===== src/rtl/spp_pkg.sv =====
// Package with the register map, reset values and field layouts of the shared pin ports.
package spp_pkg;
   // Register offsets; printed offsets are not all multiples of four, so they are word indices.
   localparam logic [15:0] OFF_B_DIR   = 16'h02C6;
   localparam logic [15:0] OFF_B_PIN   = 16'h02C8;
   localparam logic [15:0] OFF_B_LAT   = 16'h02CB;
   localparam logic [15:0] OFF_C_DIR   = 16'h02CC;
   localparam logic [15:0] OFF_C_PIN   = 16'h02CE;
   localparam logic [15:0] OFF_C_LAT   = 16'h02D0;
   localparam logic [15:0] OFF_D_DIR   = 16'h02D2;
   localparam logic [15:0] OFF_D_PIN   = 16'h02D4;
   localparam logic [15:0] OFF_D_LAT   = 16'h02D6;
   localparam logic [15:0] OFF_ANA_SEL = 16'h02A8;
   // Reset values.
   localparam logic [15:0] RST_B_DIR   = 16'hFFFF;
   localparam logic [15:0] RST_C_DIR   = 16'hE00A;
   localparam logic [15:0] RST_D_DIR   = 16'hFFFF;
   localparam logic [15:0] RST_LAT     = 16'h0000;
   localparam logic [15:0] RST_ANA_SEL = 16'h0000;
   // Implemented pins of each port.
   localparam logic [15:0] IMPL_B      = 16'hFFFF;
   localparam logic [15:0] IMPL_C      = 16'hE00A;
   localparam logic [15:0] IMPL_D      = 16'hFFFF;
   // Register kinds within a port.
   typedef enum logic [1:0] {
      SPP_DIR  = 2'b00,
      SPP_PIN  = 2'b01,
      SPP_LAT  = 2'b10,
      SPP_NONE = 2'b11
   } spp_kind_e;
endpackage : spp_pkg


===== src/rtl/spp_ports.sv =====
// Shared parallel I/O ports B, C and D with peripheral output ownership and analog pin select.
//
// Chosen here: the strobed register port.
`timescale 1ns/10ps

module spp_ports #(
   parameter int ADDR_W = 16,
   parameter int PIN_W  = 16
) (
   input  wire logic              clock,
   input  wire logic              rst_n,
   input  wire logic [ADDR_W-1:0] reg_addr,
   input  wire logic [15:0]       reg_wdata,
   input  wire logic              reg_write,
   input  wire logic              reg_read,
   output logic      [15:0]       reg_rdata,
   input  wire logic [PIN_W-1:0]  pad_in_b,
   input  wire logic [PIN_W-1:0]  pad_in_c,
   input  wire logic [PIN_W-1:0]  pad_in_d,
   output logic      [PIN_W-1:0]  pad_out_b,
   output logic      [PIN_W-1:0]  pad_out_c,
   output logic      [PIN_W-1:0]  pad_out_d,
   output logic      [PIN_W-1:0]  pad_oe_b,
   output logic      [PIN_W-1:0]  pad_oe_c,
   output logic      [PIN_W-1:0]  pad_oe_d,
   input  wire logic [PIN_W-1:0]  periph_own_b,
   input  wire logic [PIN_W-1:0]  periph_own_c,
   input  wire logic [PIN_W-1:0]  periph_own_d,
   input  wire logic [PIN_W-1:0]  periph_out_b,
   input  wire logic [PIN_W-1:0]  periph_out_c,
   input  wire logic [PIN_W-1:0]  periph_out_d,
   input  wire logic [PIN_W-1:0]  periph_oe_b,
   input  wire logic [PIN_W-1:0]  periph_oe_c,
   input  wire logic [PIN_W-1:0]  periph_oe_d,
   output logic      [PIN_W-1:0]  converter_input_pins
);

   logic [PIN_W-1:0] dir_b;
   logic [PIN_W-1:0] dir_c;
   logic [PIN_W-1:0] dir_d;
   logic [PIN_W-1:0] lat_b;
   logic [PIN_W-1:0] lat_c;
   logic [PIN_W-1:0] lat_d;
   logic [PIN_W-1:0] analog_pin_select;
   logic [PIN_W-1:0] next_out_b;
   logic [PIN_W-1:0] next_out_c;
   logic [PIN_W-1:0] next_out_d;
   logic [PIN_W-1:0] next_oe_b;
   logic [PIN_W-1:0] next_oe_c;
   logic [PIN_W-1:0] next_oe_d;
   logic [PIN_W-1:0] pin_read_b;
   logic [15:0]      next_rdata;
   spp_pkg::spp_kind_e kind;
   logic [1:0]         port_sel;
   logic               hit_ana;
   logic [3:0]         decoded;
   logic [PIN_W-1:0]   impl_b;
   logic [PIN_W-1:0]   impl_c;
   logic [PIN_W-1:0]   impl_d;

   // Decodes an address into a register kind of one port; port_sel 0=B 1=C 2=D 3=none.
   function automatic logic [3:0] spp_decode(input logic [ADDR_W-1:0] a);
      logic [15:0] w;
      w = 16'(a);
      case (w)
         spp_pkg::OFF_B_DIR: spp_decode = {2'b00, spp_pkg::SPP_DIR};
         spp_pkg::OFF_B_PIN: spp_decode = {2'b00, spp_pkg::SPP_PIN};
         spp_pkg::OFF_B_LAT: spp_decode = {2'b00, spp_pkg::SPP_LAT};
         spp_pkg::OFF_C_DIR: spp_decode = {2'b01, spp_pkg::SPP_DIR};
         spp_pkg::OFF_C_PIN: spp_decode = {2'b01, spp_pkg::SPP_PIN};
         spp_pkg::OFF_C_LAT: spp_decode = {2'b01, spp_pkg::SPP_LAT};
         spp_pkg::OFF_D_DIR: spp_decode = {2'b10, spp_pkg::SPP_DIR};
         spp_pkg::OFF_D_PIN: spp_decode = {2'b10, spp_pkg::SPP_PIN};
         spp_pkg::OFF_D_LAT: spp_decode = {2'b10, spp_pkg::SPP_LAT};
         default:            spp_decode = {2'b11, spp_pkg::SPP_NONE};
      endcase
   endfunction : spp_decode

   // Picks the peripheral's value where it owns the pin and the port's value elsewhere.
   function automatic logic spp_pick(input logic own, input logic periph_val, input logic port_val);
      spp_pick = own ? periph_val : port_val;
   endfunction : spp_pick

   // Splits the decoded address into port and register kind.
   // The decode is held in one variable so that both fields come from a single call.
   always_comb begin
      decoded  = spp_decode(reg_addr);
      port_sel = decoded[3:2];
      kind     = spp_pkg::spp_kind_e'(decoded[1:0]);
      hit_ana  = (16'(reg_addr) == spp_pkg::OFF_ANA_SEL);
   end

   // Implemented-pin masks sized to the pin width; absent pins are never driven.
   assign impl_b = PIN_W'(spp_pkg::IMPL_B);
   assign impl_c = PIN_W'(spp_pkg::IMPL_C);
   assign impl_d = PIN_W'(spp_pkg::IMPL_D);

   // Port B direction register; every pin starts as an input so nothing fights the board.
   always_ff @(posedge clock) begin
      if (!rst_n) begin
         dir_b <= PIN_W'(spp_pkg::RST_B_DIR);
      end else if (reg_write && kind == spp_pkg::SPP_DIR && port_sel == 2'b00) begin
         dir_b <= PIN_W'(reg_wdata & spp_pkg::IMPL_B);
      end
   end

   // Port C direction register; only the implemented pins hold a bit, the rest stay zero.
   always_ff @(posedge clock) begin
      if (!rst_n) begin
         dir_c <= PIN_W'(spp_pkg::RST_C_DIR);
      end else if (reg_write && kind == spp_pkg::SPP_DIR && port_sel == 2'b01) begin
         dir_c <= PIN_W'(reg_wdata & spp_pkg::IMPL_C);
      end
   end

   // Port D direction register; every pin starts as an input.
   always_ff @(posedge clock) begin
      if (!rst_n) begin
         dir_d <= PIN_W'(spp_pkg::RST_D_DIR);
      end else if (reg_write && kind == spp_pkg::SPP_DIR && port_sel == 2'b10) begin
         dir_d <= PIN_W'(reg_wdata & spp_pkg::IMPL_D);
      end
   end

   // Port B output latch; a write to the pin-read or the latch address lands here.
   always_ff @(posedge clock) begin
      if (!rst_n) begin
         lat_b <= PIN_W'(spp_pkg::RST_LAT);
      end else if (reg_write && (kind == spp_pkg::SPP_LAT || kind == spp_pkg::SPP_PIN) && port_sel == 2'b00) begin
         lat_b <= PIN_W'(reg_wdata & spp_pkg::IMPL_B);
      end
   end

   // Port C output latch; absent pins are masked so they read back as zero.
   always_ff @(posedge clock) begin
      if (!rst_n) begin
         lat_c <= PIN_W'(spp_pkg::RST_LAT);
      end else if (reg_write && (kind == spp_pkg::SPP_LAT || kind == spp_pkg::SPP_PIN) && port_sel == 2'b01) begin
         lat_c <= PIN_W'(reg_wdata & spp_pkg::IMPL_C);
      end
   end

   // Port D output latch; it starts at zero so a later direction change drives low first.
   always_ff @(posedge clock) begin
      if (!rst_n) begin
         lat_d <= PIN_W'(spp_pkg::RST_LAT);
      end else if (reg_write && (kind == spp_pkg::SPP_LAT || kind == spp_pkg::SPP_PIN) && port_sel == 2'b10) begin
         lat_d <= PIN_W'(reg_wdata & spp_pkg::IMPL_D);
      end
   end

   // Analog pin select register; each bit stands for one converter input on port B.
   always_ff @(posedge clock) begin
      if (!rst_n) begin
         analog_pin_select <= PIN_W'(spp_pkg::RST_ANA_SEL);
      end else if (reg_write && hit_ana) begin
         analog_pin_select <= PIN_W'(reg_wdata);
      end
   end

   // Port B pin-read value with analog inputs forced to zero.
   always_comb begin
      pin_read_b = pad_in_b & PIN_W'(spp_pkg::IMPL_B) & ~(analog_pin_select & dir_b);
   end

   // Read mux; unmapped addresses read zero.
   always_comb begin
      next_rdata = 16'h0000;
      if (hit_ana) begin
         next_rdata = 16'(analog_pin_select);
      end else begin
         case ({port_sel, kind})
            {2'b00, spp_pkg::SPP_DIR}: next_rdata = 16'(dir_b);
            {2'b00, spp_pkg::SPP_PIN}: next_rdata = 16'(pin_read_b);
            {2'b00, spp_pkg::SPP_LAT}: next_rdata = 16'(lat_b);
            {2'b01, spp_pkg::SPP_DIR}: next_rdata = 16'(dir_c);
            {2'b01, spp_pkg::SPP_PIN}: next_rdata = 16'(pad_in_c) & spp_pkg::IMPL_C;
            {2'b01, spp_pkg::SPP_LAT}: next_rdata = 16'(lat_c);
            {2'b10, spp_pkg::SPP_DIR}: next_rdata = 16'(dir_d);
            {2'b10, spp_pkg::SPP_PIN}: next_rdata = 16'(pad_in_d) & spp_pkg::IMPL_D;
            {2'b10, spp_pkg::SPP_LAT}: next_rdata = 16'(lat_d);
            default:                   next_rdata = 16'h0000;
         endcase
      end
   end

   // Read data register: valid only the cycle after a read strobe.
   always_ff @(posedge clock) begin
      if (!rst_n) begin
         reg_rdata <= 16'h0000;
      end else if (reg_read) begin
         reg_rdata <= next_rdata;
      end else begin
         reg_rdata <= 16'h0000;
      end
   end

   // One pair of ownership muxes per pin and port: output data and output enable.
   // A peripheral that owns an implemented pin wins outright; an idle one hands it back to the port.
   for (genvar i = 0; i < PIN_W; i++) begin : g_pin
      // Port B pin; its enable also lets an analog pin set as output drive its level.
      always_comb begin
         next_out_b[i] = spp_pick(periph_own_b[i], periph_out_b[i], lat_b[i]);
         next_oe_b[i]  = spp_pick(periph_own_b[i], periph_oe_b[i], ~dir_b[i]) & impl_b[i];
      end
      // Port C pin; absent pins are never enabled whoever asks.
      always_comb begin
         next_out_c[i] = spp_pick(periph_own_c[i], periph_out_c[i], lat_c[i]);
         next_oe_c[i]  = spp_pick(periph_own_c[i], periph_oe_c[i], ~dir_c[i]) & impl_c[i];
      end
      // Port D pin.
      always_comb begin
         next_out_d[i] = spp_pick(periph_own_d[i], periph_out_d[i], lat_d[i]);
         next_oe_d[i]  = spp_pick(periph_own_d[i], periph_oe_d[i], ~dir_d[i]) & impl_d[i];
      end
   end : g_pin

   // Port B pad drive; registered so that a decode glitch never reaches a pad.
   always_ff @(posedge clock) begin
      if (!rst_n) begin
         pad_out_b <= '0;
         pad_oe_b  <= '0;
      end else begin
         pad_out_b <= next_out_b;
         pad_oe_b  <= next_oe_b;
      end
   end

   // Port C pad drive; released during reset so all pins float as inputs.
   always_ff @(posedge clock) begin
      if (!rst_n) begin
         pad_out_c <= '0;
         pad_oe_c  <= '0;
      end else begin
         pad_out_c <= next_out_c;
         pad_oe_c  <= next_oe_c;
      end
   end

   // Port D pad drive; the enable lags a direction write by one cycle.
   always_ff @(posedge clock) begin
      if (!rst_n) begin
         pad_out_d <= '0;
         pad_oe_d  <= '0;
      end else begin
         pad_out_d <= next_out_d;
         pad_oe_d  <= next_oe_d;
      end
   end

   // Converter feed: analog-selected port B pins only; an output pin passes its driven level.
   always_ff @(posedge clock) begin
      if (!rst_n) begin
         converter_input_pins <= '0;
      end else begin
         converter_input_pins <= analog_pin_select & pad_in_b;
      end
   end

endmodule : spp_ports


===== config.mk =====
export PLATFORM = sky130hd
export DESIGN_NAME = spp_ports
export DESIGN_NICKNAME = d
export VERILOG_FILES = /design/src/rtl/spp_pkg.sv /design/src/rtl/spp_ports.sv
export SDC_FILE = /design/constraint.sdc
export NUM_CORES = 1
export LEC_CHECK = 0
export ABC_CLOCK_PERIOD_IN_PS = 3100
export BUFFER_PORTS_ARGS = -buffer_cell sky130_fd_sc_hd__buf_2
export CAP_MARGIN = 20
export CORE_MARGIN = 2
export CORE_UTILIZATION = 30
export DETAILED_ROUTE_END_ITERATION = 10
export PLACE_DENSITY = 0.61
export REMOVE_ABC_BUFFERS = 1
export SLEW_MARGIN = 5
export SYNTH_ARGS = -nofsm -noshare
export SYNTH_HDL_FRONTEND = slang
export SYNTH_SLANG_ARGS = --single-unit

===== constraint.sdc =====
create_clock -name clock -period 3.1 [get_ports clock]
set_input_delay 0.31 -clock clock [delete_from_list [all_inputs] [get_ports clock]]
set_output_delay 0.31 -clock clock [all_outputs]
set_load 0.05 [all_outputs]

==> run summary, run 1 <==
In this run the mean area of a mapped cell was 9.14 um2. The hold violation count in the final report is 0. The placed wire-length estimate after detailed placement came out at 21700 um. The post-route clock skew came out at 0.00523 ns. The sequential area share after synthesis is 0.477.

The total die area is 30400 um2. After layout, the worst setup slack is 0.436 ns. The run finished with clean final reports. Dividing the detail-routed wire length by the instance count gives 18.3 um. The via count is 8281. The first-pass GRT wire length came out at 46600 um. The slack of the worst reg-to-reg path came out at 1.60 ns. The pre-CTS setup slack came out at -0.00552 ns. Counting the fill cells in the layout gives 2935. The worst endpoint required time is 3.51 ns. The I/O pin total is 356. The floorplan row count is 62. TritonCTS built the clock tree. For this run, the total global-route usage over all layers was measured as 0.197.

The clock passes through at most 3 buffers. The kind of start point of the critical path is a primary input. The number of sinks on the clock net is 207. The overall overflow remaining after global route is 0.

The number of port buffers is 322. For this configuration, the core starts out at a cell density of 0.304. The minimum period implied by the final worst setup slack came out at 2.66 ns.

The count of antenna-violating nets left after detailed routing came out at 0. The growth of design area from synthesis to finish came out at 34.1%. The critical path starts at reg_addr[8]. The latest clock arrival within the worst-skew pair is 0.52 ns.

The number of global-route vias before repair is 8083. The library cell used most frequently in the layout, excluding fill and tap cells, is buf_2. The synthesis-stage register bit count is 207.

The fraction of layout cells with a size suffix above 1 is 0.323. The starting DRC count in detailed routing came out at 590. Setup repair after global routing left no endpoint under its margin.

The relative max-transition margin came out at 0.352. The kind of capture point of the worst setup path is a flop. The endpoint identified for the worst register-to-register timing path is reg_rdata[4]. The largest vdd supply drop is 0.326 mV. The transition time of the tightest slew-check pin came out at 0.971 ns. Entering global routing, the biggest net connects 190 pins.

The final layout contains 1509 nets. The worst min-delay path startpoint is periph_own_c[4]. The number of antenna violations at the first check in global routing was 2. The summed negative setup slack over all endpoints is 0 ns. Along the worst path, the maximum fanout reaches 10. The post-cts resize count is 0. The weighted congestion at the end of routability-driven global placement came out at 0.836. In the routed layout, each cell is associated on average with a via count of 4.93.

The critical path class is primary input to flop. Max-cap violations in this run came to 0. The startpoint of the worst-slack reg-to-reg timing path is dir_d[4]. STA puts the critical path data arrival time at 3.07 ns. The final clock period utilization by the worst path is 0.859. The cell area after synthesis is 8690 um2. Clock-pin slew was measured on the worst setup and hold paths at 0.06 ns. CTS placed an instance of clkbuf_16 at the clock tree root. The timing-limited maximum frequency came out at 375 MHz. The total setup buffers inserted after CTS came out at 0. The vertical extent of the die is 174 um. The chip width came out at 174 um. The first-pass iteration count of the detailed router is 6. The count of hold-fix buffers inserted at cts is 0. The synthesis warning total is 0. The cell count after synthesis is 951. In this run the number of H-tree levels came out at 1. The fraction of synthesis flops using an asynchronous set or reset pin is 0. The most instantiated flip-flop cell in the synthesis netlist is dfxtp_1.

Setup violations remaining at the end of the flow were counted as 0. The clock buffer count from CTS is 25. The power density relative to cell area came out at 525 nW/um2. The kind of path behind the tightest hold check is primary input to flop.

The number of pins with negative max-slew slack in the final report came out at 0. The termination of the worst setup path is reg_rdata[4]. Counting cells, the worst reg-to-reg path comes to 4. The library cells used most frequently in the layout, excluding fill and tap cells, are buf_2 (321), dfxtp_1 (207), nand2_1 (155). The number of synthesized flops with an enable pin came out at 0.

The routed design has 30800 um of wire. The number of distinct library cell variants in the gate-level netlist after synthesis is 61. The DRC violation count after routing is 0. The core region is 28600 um2. The static leakage is 5.17 nW.
## layer usage
metal	track usage	vias to the layer above	wire [um]
met5	0	-	0
met4	0.0648	0	922
met3	0.0350	56	2100
met2	0.327	324	14300
met1	0.259	3886	13400
li1	-	4015	-
## critical path: stages
cell and delay [ns]:
buf_2 0.11, nor4b_1 0.50, nand4_1 0.33, nor3_1 0.31, inv_1 0.07, ha_1 0.26
buf_4 0.22, a222oi_1 0.36, o32ai_1 0.13, a32o_1 0.22, a221o_1 0.25
## cells by family after synthesis
kind of cell / Yosys count / synth area share
DFF: 207 / 0.477
muxes: 49 / 0.0576
buffers and inverters: 89 / 0.0508
adders and majority gates: 3 / 0.00432
and+or+nand+nor: 394 / 0.241
other: 1 / 0.000431
AOI/OAI and AO/OA: 208 / 0.169
## per-stage QoR
step / utilization / instance area (um2) / hold slack (ns) / instances / power (mW)
2_1_floorplan: - / 8350 / 0.382 / 887 / 3.08
3_3_place_gp: 0.379 / 10900 / 0.459 / 1635 / 3.36
3_5_place_dp: 0.379 / 10900 / 0.463 / 1635 / 3.37
4_1_cts: 0.407 / 11700 / 0.000424 / 1678 / 6.21
5_1_grt: 0.407 / 11700 / 0.0149 / 1679 / 6.37
6_report: 0.407 / 11700 / 0.0209 / 1681 / 6.13
## cells in the mapped netlist (all sizes together), types with 11 or more instances
cell    number  area (um2)
a21boi      35         263
a221o       16         160
and2        39         244
nor3        14         103
and3        30         188
nand3       52         260
o32ai       11        96.3
dfxtp      207        4140
o21ai       65         325
clkbuf      36         135
buf         38         250
inv         15        56.3
mux2i       47         470
a21oi       30         161
a222oi      16         160
nand2      156         593
nor2b       59         369
a32o        11         110
## area by class of cell
type	count	area, um2	area share
tap	384	480	0.0412
multi-input combinational	665	4180	0.358
timing repair buffer	364	2000	0.172
clock buffer	38	734	0.0630
antenna	3	7.51	0.000644
inverter	15	56.3	0.00483
sequential	207	4140	0.355
clock inverter	5	57.6	0.00494
## worst min path at each step
| stage | to | slack [ns] | cells after the start |
|---|---|---|---|
| finish | pad_out_c[4] | 0.02 | 2 |
| global route | pad_out_c[12] | 0.01 | 2 |
| CTS | pad_out_c[4] | 0.0004 | 2 |
| detailed placement | lat_d[14] | 0.46 | 2 |
| global placement | lat_b[8] | 0.46 | 2 |
| floorplan | dir_b[0] | 0.38 | 1 |
## report_power, final
part	total (mW)	switching, mW	internal [mW]
combinational	0.591	0.387	0.204
clock	2.82	1.12	1.70
sequential	2.71	0.00916	2.71
total	6.13	1.51	4.61
Power figures use the tool's default switching activity.
==> inputs of run 2 (changes only) <==
Settings changed: ABC_AREA set to 1, CORE_UTILIZATION 30 to 35, CTS_CLUSTER_DIAMETER set to 60, PLACE_DENSITY 0.61 to 0.69.
==> run 2 against run 1 <==
Final cell count up 4.3%. First-iteration DRC count down 24%. Worst hold slack worse by 0.0019 ns. Non-clock buffer count down 12. Clock power up 9.6%. Clock skew up 0.0023 ns. Combinational power up 3%. Worst setup slack better by 0.40 ns. Synthesized cell count up 14%. Register-to-register slack better by 0.42 ns. Area after synthesis down 3.5%. Global-route usage up 0.92 points. Largest cell class is now registers.
==> run summary, run 2 <==
The run finished with clean final reports. The sequential area share after synthesis is 0.494 (+0.0171). The cell area after synthesis is 8390 um2 (-3.5%). The worst hold margin is 0.0191 ns (-0.00186 ns). The post-route clock skew was 0.00748 ns (+0.00225 ns). The most frequent cell after synthesis is dfxtp_1. The min-delay analysis places its worst path in the category primary input to flop. The number of buffer and inverter stages on the critical path was 2 (-1). The total wire length came out at 26900 um (-13%). The net total in the final layout came out at 1647 (+9.1%). The starting DRC count in detailed routing is 450 (-24%).

The floorplan row count is 56 (-9.7%). The minimum period implied by the final worst setup slack is 2.26 ns (-0.404 ns). The largest vdd supply drop is 0.369 mV (+13%). The fraction of synthesis flops using an asynchronous set or reset pin is 0 (unchanged).

The final clock period utilization by the worst path is 0.729 (-0.130). The clock-pin transition on the worst setup and hold timing paths was 0.06 ns (about the same). The number of antenna violations at the first check in global routing is 1 (-1).

The maximum buffer depth of the clock tree is 3 (unchanged). The first-pass iteration count of the detailed router came out at 7 (+1). The timing-limited maximum frequency is 443 MHz (+18%). The total die area is 25200 um2 (-17%). In the layout the commonest cells are buf_2 (321), dfxtp_1 (207), nand2_1 (170). The most frequent cell on the critical path is nand2_1.

The power density relative to cell area is 567 nW/um2 (+7.9%). The worst hold path stage count was 2 (unchanged). The post-cts resize count is 0 (unchanged).

The post-synthesis adder-cell area fraction came out at 0.00447 (+0.000155). The number of port buffers came out at 322 (unchanged). The count of maximum capacitance violations was 0 (unchanged). The internal portion of total power is 4.80 mW (+4.0%). The part of the total power dissipated in combinational logic is 0.095 (-0.002). The number of sinks on the clock net came to 207 (unchanged).

TritonCTS built the clock tree. The pre-CTS setup slack is 0.275 ns (+0.280 ns). The number of distinct library cell variants in the gate-level netlist after synthesis is 33 (-46%). The wire length per cell is 15.3 um (-16%).

The count of endpoints failing setup in the final report is 0 (unchanged). In this run the clock root is driven by a clkbuf_16. The filler cell count was 2293 (-22%). For this run, the leading register cell type out of synthesis is dfxtp_1. The weighted congestion at the end of routability-driven global placement came to 0.840 (+0.37%). By area, the combinational part of the netlist is dominated by compound AO/OA/AOI/OAI gates. The transition time of the tightest slew-check pin is 1.00 ns (+0.0297 ns). The number of pins with negative max-slew slack in the final report is 0 (unchanged). The hold violation count in the final report came out at 0 (unchanged).

The via count is 8253 (-0.34%). The count of antenna-violating nets left after detailed routing is 0 (unchanged). The total setup buffers inserted after CTS came to 0 (unchanged).

The static leakage came to 5.87 nW (+14%). The growth of design area from synthesis to finish came out at 35.1%. The arrival time at the worst endpoint came out at 2.64 ns (-0.43 ns). The vertical extent of the die came out at 159 um (-8.8%). The share of synthesized cell area in and, or, nand and nor gates came to 0.186 (-0.0556). The worst stage delay on the critical path is 0.34 ns (-0.16 ns). The fraction of layout cells with a size suffix above 1 is 0.292 (-0.0308). The number of global-route vias before repair came out at 7999 (-1.0%).

The largest driver fanout on the critical path is 32 (+22). The I/O pin total came out at 356 (unchanged). The critical path class is primary input to flop. The area share of the largest cell type after synthesis came out at 0.494 (+0.0171). The synthesis-stage register bit count was 207 (unchanged). Sorting the synthesized cells by area gives the leading types as dfxtp_1 (49%), nand2_1 (7.6%), inv_1 (7.2%), a21oi_1 (6.9%), o21ai_0 (6.6%).

The average cell area after synthesis is 7.77 um2 (-15%). The DRC violation count after routing came to 0 (unchanged). The placed wire-length estimate after detailed placement is 19400 um (-11%). The overall global routing resource usage was 0.206 (+0.00916). The latest clock arrival within the worst-skew pair is 0.52 ns (about the same). The initial cell density of the core came out at 0.358 (+0.0538). STA classifies the critical path startpoint as a primary input. The synthesis warning total is 0 (unchanged). The overall overflow remaining after global route is 0 (unchanged). The number of stages on the worst setup path is 16 (+5). The portion of total power attributed to the clock network is 0.480 (+0.020).

The relative max-transition margin came to 0.332 (-0.0202). The chip width came out at 159 um (-8.8%). The worst endpoint required time came out at 3.48 ns (-0.03 ns). The largest net degree at the start of global routing came to 73 (-62%).

The signal on the critical path passes through buf_2 -> nor2_1 -> nand2_2 -> nor2_8 -> nand2_1 -> nand2_1 -> nor2_1 -> nand3_4 -> nand2_1 -> inv_1 -> ha_1 -> nand3_4 -> nor2_8 -> nand2_4 -> nand2_1 -> o211ai_2. The library cell used most frequently in the layout, excluding fill and tap cells, is buf_2. The largest area contributor in the synthesized netlist is dfxtp_1. The number of synthesized flops with an enable pin came out at 0 (unchanged). STA classifies the critical path endpoint as a flop.

The summed negative setup slack over all endpoints came to 0 ns (unchanged). The mux cell area share after synthesis came out at 0 (-0.0576). The cell family contributing the most delay on the critical path is simple AND/OR/NAND/NOR gates. The core region area is 23500 um2 (-18%). The cell count after synthesis came out at 1080 (+14%). The detail-routed via count per cell came out at 4.71 (-4.5%). The cell at the slowest stage of the critical path is nand2_4. The H-tree depth is 1 (unchanged). The proportion of total power due to net switching is 0.254 (+0.00688). The reported net switching power came out at 1.63 mW (+7.9%). The clock buffer count from CTS came out at 25 (unchanged).

The cell count of the worst reg-to-reg path came to 7 (+3). The area share of xor/xnor cells in the synthesized design came out at 0 (unchanged). The worst path setup slack after routing came out at 0.841 ns (+0.404 ns). The sequential cell fraction of total power came to 0.425 (-0.018).

Setup repair after global routing left no endpoint under its margin. The complex-gate fraction of the synthesized area came out at 0.209 (+0.0398). The first-pass GRT wire length came to 42000 um (-9.8%).

Sorting the synthesized cells by how often they occur yields dfxtp_1 (207), nand2_1 (170), inv_1 (160), nor2_1 (118), a21oi_1 (115).
## run 2: kinds of logic (layout without fill, tap and decap cells)
logic type | after synthesis | in the layout
AO/OA/AOI/OAI | 298 | 298
adder cells (fa/ha/maj) | 3 | 3
buffers and inverters | 218 | 562
flip-flops | 207 | 207
other | 1 | 12
AND/OR/NAND/NOR | 353 | 353
## run 2: power groups by stage
stage               clock network (mW)  logic [mW]  registers, mW
floorplan                            0       0.139           3.00
global placement                     0       0.590           2.79
detailed placement                   0       0.597           2.79
CTS                               3.16       0.612           2.73
global route                      3.27       0.657           2.73
finish                            3.09       0.611           2.73
## run 2: repair_timing
item / CTS / global route
endpoints found under the hold margin: 12 / 0
hold buffers: 14 / 0
endpoints found under the setup margin: 0 / 0
## run 2: area by class of cell
class	instances	area, um2	share of cell area
Timing Repair Buffer	352	1900	0.167
Sequential cell	207	4140	0.365
Antenna cell	1	2.50	0.000221
Clock buffer	33	716	0.0631
Tap cell	319	399	0.0352
Multi-Input combinational cell	665	3390	0.299
Inverter	165	619	0.0546
Clock inverter	12	170	0.0150
## run 2: per-stage QoR
step                      std cells  total power, mW  cell area (um2)   util
after floorplan                1037             3.14             8150      -
after global placement         1694             3.38            10300  0.439
after detailed placement       1694             3.39            10300  0.439
after CTS                      1753             6.50            11300  0.483
after global routing           1754             6.66            11300  0.483
final                          1754             6.43            11300  0.483
## run 2: path summary, 6_finish.rpt
path	slack, ns	startpoint	to
setup / recovery	0.84	reg_addr[15]	dir_b[10]
hold / removal	0.02	periph_own_c[12]	pad_out_c[12]
setup reg to reg	2.02	dir_b[1]	reg_rdata[1]
hold reg to reg	0.44	analog_pin_select[1]	converter_input_pins[1]
## run 2: layer usage
layer | track usage | routed length, um | vias up
met4 | 0.0624 | 802 | 0
met3 | 0.0353 | 1730 | 57
met1 | 0.267 | 11900 | 3700
met5 | 0 | 0 | -
li1 | - | - | 4181
met2 | 0.353 | 12400 | 315
